==> config.mk <==
export PLATFORM = sky130hd
export DESIGN_NAME = eep_seq
export DESIGN_NICKNAME = d
export VERILOG_FILES = /design/src/design/eep_seq.v
export VERILOG_INCLUDE_DIRS = /design/src /design/src/design
export SDC_FILE = /design/constraint.sdc
export NUM_CORES = 2
export LEC_CHECK = 0
export ABC_CLOCK_PERIOD_IN_PS = 6500
export BUFFER_PORTS_ARGS = -buffer_cell sky130_fd_sc_hd__buf_2
export CAP_MARGIN = 5
export CORE_UTILIZATION = 25
export CTS_CLUSTER_DIAMETER = 200
export DETAILED_ROUTE_END_ITERATION = 6
export GPL_TIMING_DRIVEN = 0
export PLACE_DENSITY = 0.51
export SYNTH_ARGS = -nofsm -noshare
export SYNTH_HDL_FRONTEND = slang
export SYNTH_SLANG_ARGS = --single-unit
export TNS_END_PERCENT = 20
==> constraint.sdc <==
create_clock -name CORE_CLK -period 6.5 [get_ports CORE_CLK]
set_clock_uncertainty 0.05 [all_clocks]
set_input_delay 0.325 -clock CORE_CLK [delete_from_list [all_inputs] [get_ports CORE_CLK]]
set_output_delay 0.325 -clock CORE_CLK [all_outputs]
set_load 0.01 [all_outputs]
==> src/design/eep_consts.vh <==
`ifndef EEP_CONSTS_VH
`define EEP_CONSTS_VH
// apb byte offsets
`define EEP_OFS_STAT   8'h00
`define EEP_OFS_PIDX   8'h04
`define EEP_OFS_PWORD  8'h08
`define EEP_OFS_PFLASH_PROTECT_REG  8'h0C
`define EEP_OFS_EEPROT 8'h10
`define EEP_OFS_PSTAT  8'h14
`define EEP_OFS_CFG    8'h18
`define EEP_OFS_KEY    8'h1C
`define EEP_OFS_EERD   8'h20
// status register bit positions
`define EEP_B_CMD_COMPLETE_FLAG     7
`define EEP_B_ACCESS_ERROR_FLAG   5
`define EEP_B_PROTECT_VIOLATION_FLAG   4
`define EEP_B_MG1      1
`define EEP_B_MG0      0
// override selection bits
`define EEP_B_SEL_PF   0
`define EEP_B_SEL_EE   1
// eeprom protect layout
`define EEP_B_PROT_EN  7
// command opcodes
`define EEP_OP_PGM     8'h11
`define EEP_OP_ERS     8'h12
`define EEP_OP_OVR     8'h13
// launch index values
`define EEP_IDX_ONE    3'h1
`define EEP_IDX_TWO    3'h2
`define EEP_IDX_THREE  3'h3
`define EEP_IDX_FIVE   3'h5
// reset and erased values, eeprom base address
`define EEP_ERASED     16'hFFFF
`define EEP_KEY_RST    16'hFFFF
`define EEP_PFLASH_PROTECT_REG_RST  8'h00
`define EEP_EEPROT_RST 8'h00
`define EEP_EE_BASE    24'h100000
`endif

==> src/design/eep_seq.v <==
// The APB slave port and the address map were chosen for this implementation.
`timescale 1ns/100ps
`include "eep_consts.vh"
// Functional notes
// - opcode 0x11 programs one to four words
// - read back each programmed word afterwards
// - word1 low address, words2-5 carry data
// - index 010..101 sets count, else error
// - clearing complete flag launches; set when done
// - protected eeprom area sets violation, no write
// - odd byte address raises access error
// - span past eeprom end raises access error
// - address outside eeprom raises access error
// - command disallowed in mode raises error
// - verify errors set status bits one, zero
// - opcode 0x12 erases containing sector, verifies
// - erase needs index 001 at launch
// - override takes selection, key, two values
// - selection bits pick which protection loads
// - key match saves, loads, sets override bit
// - overridden protection values accepted freely
// - bad or erased key restores, clears override
// - erased stored key disables override until key rewritten
// - rejected override keeps protection registers
// - override needs index 001, 010, 011
// - restore without prior override is error
module eep_seq #(
   parameter EE_AW   = 5,
   parameter SECT_SH = 2
) (
   input  wire        CORE_CLK,
   input  wire        RESET_N,
   input  wire        PSEL,
   input  wire        PENABLE,
   input  wire        PWRITE,
   input  wire [7:0]  PADDR,
   input  wire [31:0] PWDATA,
   output reg  [31:0] PRDATA,
   output wire        PREADY,
   output wire        PSLVERR
);

////////////////////////////////////////////////////////////////
// constants

// machine states
localparam [2:0] S_IDLE = 3'h0;
localparam [2:0] S_CHK  = 3'h1;
localparam [2:0] S_PGM  = 3'h2;
localparam [2:0] S_VFY  = 3'h3;
localparam [2:0] S_DONE = 3'h4;
// eeprom geometry
localparam        EE_WORDS = 1 << EE_AW;
localparam [23:0] EE_BYTES = 24'h2 << EE_AW;
localparam [EE_AW:0] SECT_N = {{EE_AW{1'b0}}, 1'b1} << SECT_SH;

////////////////////////////////////////////////////////////////
// state

// status flags
reg               cmd_complete_flag;
reg               access_error_flag;
reg               protect_violation_flag;
reg               verify_status_bit1;
reg               verify_status_bit0;
// parameter storage
reg  [2:0]        param_index;
reg  [15:0]       cmd_param_word [0:5];
// protection and override
reg  [7:0]        pflash_protect_reg;
reg  [7:0]        eeprom_protect_reg;
reg  [7:0]        pf_saved;
reg  [7:0]        ee_saved;
reg               override_active_bit;
// configuration
reg               mode_ok;
reg  [15:0]       cfg_key;
reg  [EE_AW-1:0]  rd_idx;
// sequencer
reg  [2:0]        state;
reg  [7:0]        op;
reg  [2:0]        l_idx;
reg  [EE_AW-1:0]  wbase;
reg  [EE_AW:0]    wcnt;
reg  [EE_AW:0]    pos;
// eeprom array
reg  [15:0]       ee_mem [0:EE_WORDS-1];
integer           k;

////////////////////////////////////////////////////////////////
// apb decode

// access phase strobes
wire acc    = PSEL & PENABLE;
wire wr_acc = acc & PWRITE;
// address hit
reg  hit;
always @* begin
   case (PADDR)
      `EEP_OFS_STAT, `EEP_OFS_PIDX, `EEP_OFS_PWORD,
      `EEP_OFS_PFLASH_PROTECT_REG, `EEP_OFS_EEPROT, `EEP_OFS_PSTAT,
      `EEP_OFS_CFG, `EEP_OFS_KEY, `EEP_OFS_EERD: hit = 1'b1;
      default: hit = 1'b0;
   endcase
end

// zero wait states, error on unmapped
assign PREADY  = 1'b1;
assign PSLVERR = acc & ~hit;

// register write strobes
wire wr_ok   = wr_acc & hit;
wire wr_stat = wr_ok & (PADDR == `EEP_OFS_STAT);
// writes to parameters only while idle
wire wr_idle = wr_ok & cmd_complete_flag;

wire launch = wr_stat & PWDATA[`EEP_B_CMD_COMPLETE_FLAG] & cmd_complete_flag
              & ~access_error_flag & ~protect_violation_flag;

////////////////////////////////////////////////////////////////
// read mux

// selected parameter word
wire [15:0] pword = (param_index > `EEP_IDX_FIVE) ? 16'h0000
                    : cmd_param_word[param_index];
reg  [31:0] rd_data;
always @* begin
   rd_data = 32'h00000000;
   case (PADDR)
      `EEP_OFS_STAT: begin
         rd_data[`EEP_B_CMD_COMPLETE_FLAG]   = cmd_complete_flag;
         rd_data[`EEP_B_ACCESS_ERROR_FLAG] = access_error_flag;
         rd_data[`EEP_B_PROTECT_VIOLATION_FLAG] = protect_violation_flag;
         rd_data[`EEP_B_MG1]    = verify_status_bit1;
         rd_data[`EEP_B_MG0]    = verify_status_bit0;
      end
      `EEP_OFS_PIDX:   rd_data[2:0]  = param_index;
      `EEP_OFS_PWORD:  rd_data[15:0] = pword;
      `EEP_OFS_PFLASH_PROTECT_REG:  rd_data[7:0]  = pflash_protect_reg;
      `EEP_OFS_EEPROT: rd_data[7:0]  = eeprom_protect_reg;
      `EEP_OFS_PSTAT:  rd_data[0]    = override_active_bit;
      `EEP_OFS_CFG:    rd_data[0]    = mode_ok;
      `EEP_OFS_KEY:    rd_data[15:0] = cfg_key;
      `EEP_OFS_EERD: begin
         rd_data[15:0]        = ee_mem[rd_idx];
         rd_data[16+EE_AW-1:16] = rd_idx;
      end
      default: rd_data = 32'h00000000;
   endcase
end

// read data captured in setup phase
always @(posedge CORE_CLK or negedge RESET_N) begin
   if (!RESET_N) begin
      PRDATA <= 32'h00000000;
   end else if (PSEL & ~PENABLE & ~PWRITE) begin
      PRDATA <= rd_data;
   end
end

////////////////////////////////////////////////////////////////
// address checks

// address from words zero and one
wire [23:0] gaddr = {cmd_param_word[0][7:0], cmd_param_word[1]};
wire [23:0] off   = gaddr - `EEP_EE_BASE;
wire in_rng = (gaddr >= `EEP_EE_BASE) & (off < EE_BYTES);
wire odd    = gaddr[0];
wire [2:0]  pcnt = l_idx - 3'h1;
wire [23:0] end_off = off + {20'h00000, pcnt, 1'b0} - 24'h1;
wire breach = end_off >= EE_BYTES;
// first word index
wire [EE_AW-1:0] widx = off[EE_AW:1];
wire [EE_AW-1:0] sbase = (widx >> SECT_SH) << SECT_SH;
// last word touched by each command
wire [EE_AW-1:0] plast = widx + {{(EE_AW-3){1'b0}}, pcnt} - 1'b1;
wire [EE_AW-1:0] slast = sbase + SECT_N[EE_AW-1:0] - 1'b1;
wire [EE_AW-1:0] last  = (op == `EEP_OP_ERS) ? slast : plast;
wire [EE_AW-1:0] lsec  = last >> SECT_SH;
// protected when last sector at or above limit
wire prot_hit = eeprom_protect_reg[`EEP_B_PROT_EN]
                & ({1'b0, lsec} >= {1'b0, eeprom_protect_reg[6:0]});

// program error set
wire pgm_err = ~mode_ok | (l_idx < `EEP_IDX_TWO)
               | (l_idx > `EEP_IDX_FIVE) | ~in_rng | odd | breach;
wire ers_err = ~mode_ok | (l_idx != `EEP_IDX_ONE) | ~in_rng | odd;

////////////////////////////////////////////////////////////////
// override checks

// selection and key
wire [1:0]  sel = cmd_param_word[0][1:0];
wire [15:0] key = cmd_param_word[1];
wire key_ok = (key == cfg_key) & (cfg_key != `EEP_KEY_RST)
              & (key != `EEP_ERASED);
wire ovr_idx = (l_idx == `EEP_IDX_ONE) | (l_idx == `EEP_IDX_TWO)
               | (l_idx == `EEP_IDX_THREE);
// selection needs loaded values
wire ovr_sel = (sel == 2'h0) & (key_ok | (l_idx != `EEP_IDX_ONE));
wire ovr_nors = ~key_ok & ~override_active_bit;
wire ovr_err = ~mode_ok | ~ovr_idx | ovr_sel | ovr_nors;

////////////////////////////////////////////////////////////////
// verify compare

// current word and expected value
wire [EE_AW-1:0] cur = wbase + pos[EE_AW-1:0];
wire [2:0]       dix = pos[2:0] + 3'h2;
wire [15:0] expv = (op == `EEP_OP_ERS) ? `EEP_ERASED
                   : cmd_param_word[dix];
wire mism = ee_mem[cur] != expv;

////////////////////////////////////////////////////////////////
// sequencer, registers and array

always @(posedge CORE_CLK or negedge RESET_N) begin
   if (!RESET_N) begin
      cmd_complete_flag      <= 1'b1;
      access_error_flag      <= 1'b0;
      protect_violation_flag <= 1'b0;
      verify_status_bit1     <= 1'b0;
      verify_status_bit0     <= 1'b0;
      param_index            <= 3'h0;
      for (k = 0; k < 6; k = k + 1) begin
         cmd_param_word[k] <= 16'h0000;
      end
      pflash_protect_reg  <= `EEP_PFLASH_PROTECT_REG_RST;
      eeprom_protect_reg  <= `EEP_EEPROT_RST;
      pf_saved            <= 8'h00;
      ee_saved            <= 8'h00;
      override_active_bit <= 1'b0;
      mode_ok             <= 1'b1;
      cfg_key             <= `EEP_KEY_RST;
      rd_idx              <= {EE_AW{1'b0}};
      state               <= S_IDLE;
      op                  <= 8'h00;
      l_idx               <= 3'h0;
      wbase               <= {EE_AW{1'b0}};
      wcnt                <= {(EE_AW+1){1'b0}};
      pos                 <= {(EE_AW+1){1'b0}};
      for (k = 0; k < EE_WORDS; k = k + 1) begin
         ee_mem[k] <= `EEP_ERASED;
      end
   end else begin
      // software clears first, hardware sets below win
      if (wr_stat & PWDATA[`EEP_B_ACCESS_ERROR_FLAG]) begin
         access_error_flag <= 1'b0;
      end
      if (wr_stat & PWDATA[`EEP_B_PROTECT_VIOLATION_FLAG]) begin
         protect_violation_flag <= 1'b0;
      end
      // configuration writes
      if (wr_ok & (PADDR == `EEP_OFS_CFG)) begin
         mode_ok <= PWDATA[0];
      end
      if (wr_ok & (PADDR == `EEP_OFS_KEY)) begin
         cfg_key <= PWDATA[15:0];
      end
      if (wr_ok & (PADDR == `EEP_OFS_EERD)) begin
         rd_idx <= PWDATA[EE_AW-1:0];
      end
      // parameter loading while idle
      if (wr_idle & (PADDR == `EEP_OFS_PIDX)) begin
         param_index <= PWDATA[2:0];
      end
      if (wr_idle & (PADDR == `EEP_OFS_PWORD)
          & (param_index <= `EEP_IDX_FIVE)) begin
         cmd_param_word[param_index] <= PWDATA[15:0];
      end
      // direct protection writes while idle
      if (wr_idle & (PADDR == `EEP_OFS_PFLASH_PROTECT_REG)) begin
         pflash_protect_reg <= PWDATA[7:0];
      end
      if (wr_idle & (PADDR == `EEP_OFS_EEPROT)) begin
         eeprom_protect_reg <= PWDATA[7:0];
      end
      case (state)
         // wait for launch
         S_IDLE: begin
            if (launch) begin
               cmd_complete_flag  <= 1'b0;
               verify_status_bit1 <= 1'b0;
               verify_status_bit0 <= 1'b0;
               op                 <= cmd_param_word[0][15:8];
               l_idx              <= param_index;
               state              <= S_CHK;
            end
         end
         // launch checks per opcode
         S_CHK: begin
            state <= S_DONE;
            pos   <= {(EE_AW+1){1'b0}};
            case (op)
               `EEP_OP_PGM: begin
                  if (pgm_err) begin
                     access_error_flag <= 1'b1;
                  end else if (prot_hit) begin
                     protect_violation_flag <= 1'b1;
                  end else begin
                     wbase <= widx;
                     wcnt  <= {{(EE_AW-2){1'b0}}, pcnt};
                     state <= S_PGM;
                  end
               end
               `EEP_OP_ERS: begin
                  if (ers_err) begin
                     access_error_flag <= 1'b1;
                  end else if (prot_hit) begin
                     protect_violation_flag <= 1'b1;
                  end else begin
                     wbase <= sbase;
                     wcnt  <= SECT_N;
                     state <= S_PGM;
                  end
               end
               `EEP_OP_OVR: begin
                  if (ovr_err) begin
                     access_error_flag <= 1'b1;
                  end else if (key_ok) begin
                     pf_saved            <= pflash_protect_reg;
                     ee_saved            <= eeprom_protect_reg;
                     override_active_bit <= 1'b1;
                     if (sel[`EEP_B_SEL_PF]) begin
                        pflash_protect_reg <= cmd_param_word[2][7:0];
                     end
                     if (sel[`EEP_B_SEL_EE]) begin
                        eeprom_protect_reg <= cmd_param_word[3][7:0];
                     end
                  end else begin
                     pflash_protect_reg  <= pf_saved;
                     eeprom_protect_reg  <= ee_saved;
                     override_active_bit <= 1'b0;
                  end
               end
               // unknown opcode
               default: access_error_flag <= 1'b1;
            endcase
         end
         // one word per cycle; program bits only clear, erase sets all
         S_PGM: begin
            if (op == `EEP_OP_ERS) begin
               ee_mem[cur] <= `EEP_ERASED;
            end else begin
               ee_mem[cur] <= ee_mem[cur] & cmd_param_word[dix];
            end
            if (pos == wcnt - 1'b1) begin
               pos   <= {(EE_AW+1){1'b0}};
               state <= S_VFY;
            end else begin
               pos <= pos + 1'b1;
            end
         end
         S_VFY: begin
            if (mism) begin
               verify_status_bit1 <= 1'b1;
               verify_status_bit0 <= 1'b1;
            end
            if (pos == wcnt - 1'b1) begin
               state <= S_DONE;
            end else begin
               pos <= pos + 1'b1;
            end
         end
         S_DONE: begin
            cmd_complete_flag <= 1'b1;
            state             <= S_IDLE;
         end
         default: state <= S_IDLE;
      endcase
   end
end

endmodule

Word level (Yosys, flattened, before mapping)
Cells that the tools add are included.
- memories: 0
- bits in read-only memories: 0
- memory bits (writable): 0
- register bits: 722
- latch bits: 0
- logic and storage cells: 276
- divide/modulo/power cells: 0
- multiply operators: 0
- bitwise logic cells: 59
- magnitude comparators: 14
- mux-type cells: 82
- equal/unequal tests: 33
- reduce and logical (&&, ||, !) cells: 18
- shift-type cells: 0
- add/subtract/negate cells: 12
- operators by type and width (operator ; count):
    $bwmux W512 ; 1
    $mux W512 ; 1
    $or A512 B512 Y512 ; 1
    $mux W16 ; 12
    $bmux W16 S5 ; 2
    $bmux W16 S3 ; 2
    $bwmux W96 ; 1
    $mux W8 ; 12
    $demux W16 S5 ; 1
    $eq A8 B5 Y1 const B ; 7
    $demux W16 S3 ; 1
    $mux W6 ; 6
    $ne A16 B16 Y1 const B ; 2
    $mux W5 ; 6
    $and A1 B1 Y1 ; 28
    $add A24 B4 Y24 ; 1
    $ge A24 B21 Y1 const B ; 1
    $ge A24 B7 Y1 const B ; 1
    $lt A24 B7 Y1 const B ; 1
    $pmux W8 S3 ; 1
    $sub A24 B1 Y24 const B ; 1
    $sub A24 B21 Y24 const B ; 1
    $mux W3 ; 6
    $ne A2 B2 Y1 const B ; 9
    55 further kinds ; 113

Depth between registers and ports, before layout
- depth after elaboration: 12
- mapped depth: 17
- mapped depth without buffers: 17

Worst setup path before layout
Ideal clock, no wire load.
- path kind: register to register
- start: register l_idx[0]
- end: register wbase[4]
- required time: 6325 ps
- slack: 2095 ps
- period minus slack after synthesis: 4405 ps
- path buffers: 0
- arrival: 4230 ps
- stages on the path, launching flop included: 17
- cell sequence: dfrtp_1 -> inv_1 -> ha_1 -> ha_1 -> inv_1 -> ha_1 -> fa_1 -> o21ai_0 -> a21oi_1 -> o21ai_1 -> a21oi_1 -> or3_1 -> a2111oi_2 -> nand4_1 -> or4b_4 -> a21oi_4 -> mux2_2
- word-level cells in the longest chain between the ends: 8
- RTL lines (item ; line ; text):
    start: declaration ; eep_seq.v:82 ; reg [2:0] l_idx;
    start signal: assignment ; eep_seq.v:286 ; l_idx <= param_index;
    branches (longest 7 deep; another with $add A24 B4 Y24) ; n/a ;
    $reduce_and A6 Y1 (no line) * ; n/a ;
    end signal: assignment ; eep_seq.v:239 ; wbase <= {EE_AW{1'b0}};
    end signal: assignment ; eep_seq.v:301 ; wbase <= widx;
    end signal: assignment ; eep_seq.v:312 ; wbase <= sbase;
    end: declaration ; eep_seq.v:83 ; reg [EE_AW-1:0] wbase;
Mark *: on every way between the ends.
A chain may end at the register's enable or synchronous reset.

Worst setup path after layout
- start: register wbase[0]
- end: register ee_mem[219] (netlist bit)
- word-level cells in the longest chain between the ends: 8
- RTL lines (item ; line ; text):
    $add A5 B5 Y5 * ; eep_seq.v:208 ; wire [EE_AW-1:0] cur = wbase + pos[EE_AW-1:0];
    $not A5 Y6 (implied by the code) * ; eep_seq.v:345 ; ee_mem[cur] <= ee_mem[cur] & cmd_param_word[dix];
    $ge A6 B6 Y1 (implied by the code) (tied with other cells) ; eep_seq.v:345 ;
    $logic_and A1 B1 Y1 (implied by the code) / $mux W16 (equally long branches) ; eep_seq.v:345 ;
    $mux W16 (implied by the code) ; eep_seq.v:345 ;
    $demux W16 S5 / $and A16 B16 Y16 (equally long branches) ; eep_seq.v:345 ;
    $bwmux W512 / $or A512 B512 Y512 (equally long branches) ; n/a ;
    $mux W512 * ; eep_seq.v:342 ; if (op == `EEP_OP_ERS) begin
    end signal: indexed assignment ; eep_seq.v:243 ; ee_mem[k] <= `EEP_ERASED;
    end signal: indexed assignment ; eep_seq.v:343 ; ee_mem[cur] <= `EEP_ERASED;
    end signal: indexed assignment ; eep_seq.v:345 ;
    end: declaration ; eep_seq.v:87 ; reg [15:0] ee_mem [0:EE_WORDS-1];
Mark *: on every way between the ends. The rest lies on a longest branch, timed or not. The select of a mux whose other input is x is not followed.

==> qor.yml <==
status: "finished, violations left"
violations: "setup timing"
routed_wl_mm: 179
hold_path_startpoint: "PWDATA[4]"
p_comb_share_pct: 1.8
grt_pass1_vias: 31960
clock.fmax_mhz: 150
dr.pass1.iters: 6
synth_top_area_share_pct: 34.9
gr-total-overflow: 0
async_flop_share_pct: 100
finalWeightedCongestion: 1.01
core_area_mm2: 0.159
start_kind: "flop"
final.setup.worst_slack_ns: -0.153
p_per_area_mw_per_mm2: 209
internal-power_mw: 7.42
largestRegisters: "ee_mem (512), cmd_param_word (80), PRDATA (21)"
largest_reg_flops: 512
dpl_cell_area_mm2: 0.0432
clockBufferDepth: 3
dieWidth_um: 402
ys_seq_elements: 719
yosysWarningCount: 0
cts_sinks: 719
synth.most_common_cell: "dfstp_2"
post-route-util_pct: 29.1
rsz0062_at_grt: "false"
antenna_found_initial: 26
synth_commonest_cells: "dfstp_2, nand2_1, nor2_1, a21oi_1, o21ai_0"
htreeDepth: 3
hold_violations: 0
slew_headroom_pct: 2.03
fp-row-count: 146
start_util_pct: 25.2
pin_count: 79
power_mw: 9.64
post-route-period-util_pct: 102
clockPowerShare_pct: 51.6
netlist_area_mm2: 0.0399
synth_enable_flop_cells: 0
drv_cap: 0
drtIter0Drc: 3743
clkTransAtPathRegs_ns: 0.06
dp_cells: 5757
critPathArrivalTime_ns: 7.19
drv_slew: 0
via_count: 32681
postLayoutCellArea_mm2: 0.0461
antenna_left: 0
startpoint: "wbase[0]"
numPortBuffers: 46
nets: 3883
syn2layout_area_growth_pct: 15.4
grt_util_met2_pct: 33.6
post-cts-setup-buffer-count: 0
grt_max_degree: 117
grt_first_pass_wirelength_mm: 250
p_sw_mw: 2.23
use_met1_pct: 28.8
avgSynthCellArea_um2: 11.1
finalSetupViolCount: 31
synthDistinctLibCells: 87
path_max_fanout: 10
grt_usage_pct: 21.9
cts_made_buffers: 81
met3_usage_pct: 5.21
via_per_inst: 5.53
drive_gt1_share_pct: 32.8
power_frac_seq_pct: 46.6
synth-main-ff-cell: "dfstp_2"
drc: 0
cp.required_ns: 7.04
clkLatencyLatePin_ns: 0.71
period_needed_ns: 6.65
grt_busiest_layer: "met2"
yosysSeqAreaShare_pct: 46.7
criticalPathCategory: "reg -> reg"
ir_drop_mv: 0.179
switching_share_pct: 23.1
post-dp-hpwl_mm: 134
yosysTopAreaCell: "dfstp_2"
die_h_um: 402
top_register: "ee_mem"
finalNonFillerCells: 5915
cts_tree: "done"
end_kind: "flop"
fin_hold_ws_ns: 0.0501
root_buffer: "clkbuf_16"
wire_per_inst_um: 30.2
leakagePower_nw: 16.8
worstMarginPinSlew_ns: 1.47
r2r-start: "wbase[0]"
synth.area.top_cells: "dfstp_2, mux4_2, dfrtp_1"
die_area_mm2: 0.161
netlist_instances: 3611
hold_path_class: "in -> reg"
==> metrics by stage <==
step / TNS [ns] / setup slack, ns
after global placement: -5594.58 / -10.77
after CTS: 0 / 0.00360
final: -2.59 / -0.153
after floorplan: 0 / 2.09
after detailed placement: -345.80 / -1.28
after global routing: 0 / 0.0774
==> final timing paths <==
path / slack (ns) / end / cells after the start
worst max-delay path: -0.15 / ee_mem[219] / 12
worst min-delay path: 0.05 / eeprom_protect_reg[4] / 5
worst max register to register: -0.15 / ee_mem[219] / 12
worst min register to register: 0.43 / PRDATA[5] / 2
max in group asynchronous: 4.28 / ee_mem[424] / 5
min in group asynchronous: 0.15 / key[10] / 2
==> layout make-up <==
cell class              instances  area (um2)
diodes                          4        10.0
plain buffers                 306        1250
clock buffers                 111        2250
clock inverters                37         572
fillers                     16551      112000
inverters                      60         225
multi-input cells            2535       19900
flip-flops and latches        719       18700
well taps                    2072        2590
repair buffers                 71         661
==> cell usage in the layout (no fill, tap or decap), drive strengths merged, types with 61 or more instances in the layout <==
| master | count |
|---|---|
| nor2 | 374 |
| mux2 | 158 |
| inv | 63 |
| a21oi | 341 |
| dfrtp | 189 |
| o21ai | 337 |
| clkbuf | 366 |
| ha | 61 |
| nand2 | 419 |
| buf | 118 |
| mux4 | 304 |
| dfstp | 530 |
| mux2i | 70 |
==> power by group through the flow <==
stage | Clock, mW | Sequential, mW | Combinational (mW)
floorplan | 0 | 4.57 | 0.0252
finish | 4.97 | 4.50 | 0.172
global placement | 0 | 4.56 | 0.158
detailed placement | 0 | 4.57 | 0.174
global route | 5.19 | 4.50 | 0.192
CTS | 5.04 | 4.50 | 0.177
==> per-layer routing <==
| metal | part of all wire (%) | wire length, um |
|---|---|---|
| met5 | 0.069 | 123 |
| met4 | 5.6 | 10100 |
| met3 | 8.5 | 15300 |
| met2 | 45 | 80400 |
| met1 | 41 | 73000 |
==> cells by family (layout without fill, tap and decap cells) <==
family,Yosys count,in the layout,share of synthesized area [%]
adders and majority gates,64,64,2.06
buffers and inverters,367,585,3.63
other,2,16,0.0188
xor gates and xnor gates,48,48,1.14
AOI/OAI and AO/OA,874,874,12.4
DFF,719,719,46.7
muxes,532,532,23.4
and+or+nand+nor,1005,1005,10.7
==> worst max-delay path, cell delays in order, from the launching register on <==
cell and delay, ns:
dfrtp_1 0.43, ha_1 0.27, fa_2 0.98, clkbuf_2 0.52, clkbuf_2 0.58, mux4_2 0.48
nand3_1 0.12, a21oi_1 0.10, a221oi_1 0.92, nor2_1 0.17, nor2_1 0.97, clkbuf_1 0.74
a21oi_1 0.15
==> repair_timing <==
action                     CTS  global route
setup endpoints to repair  486            41
gates resized for setup     12             7
hold endpoints to repair    63             0
cloned                       0             0
pin swaps                    0             0
hold buffers                 4             0
(Power assumes the default switching activity.)
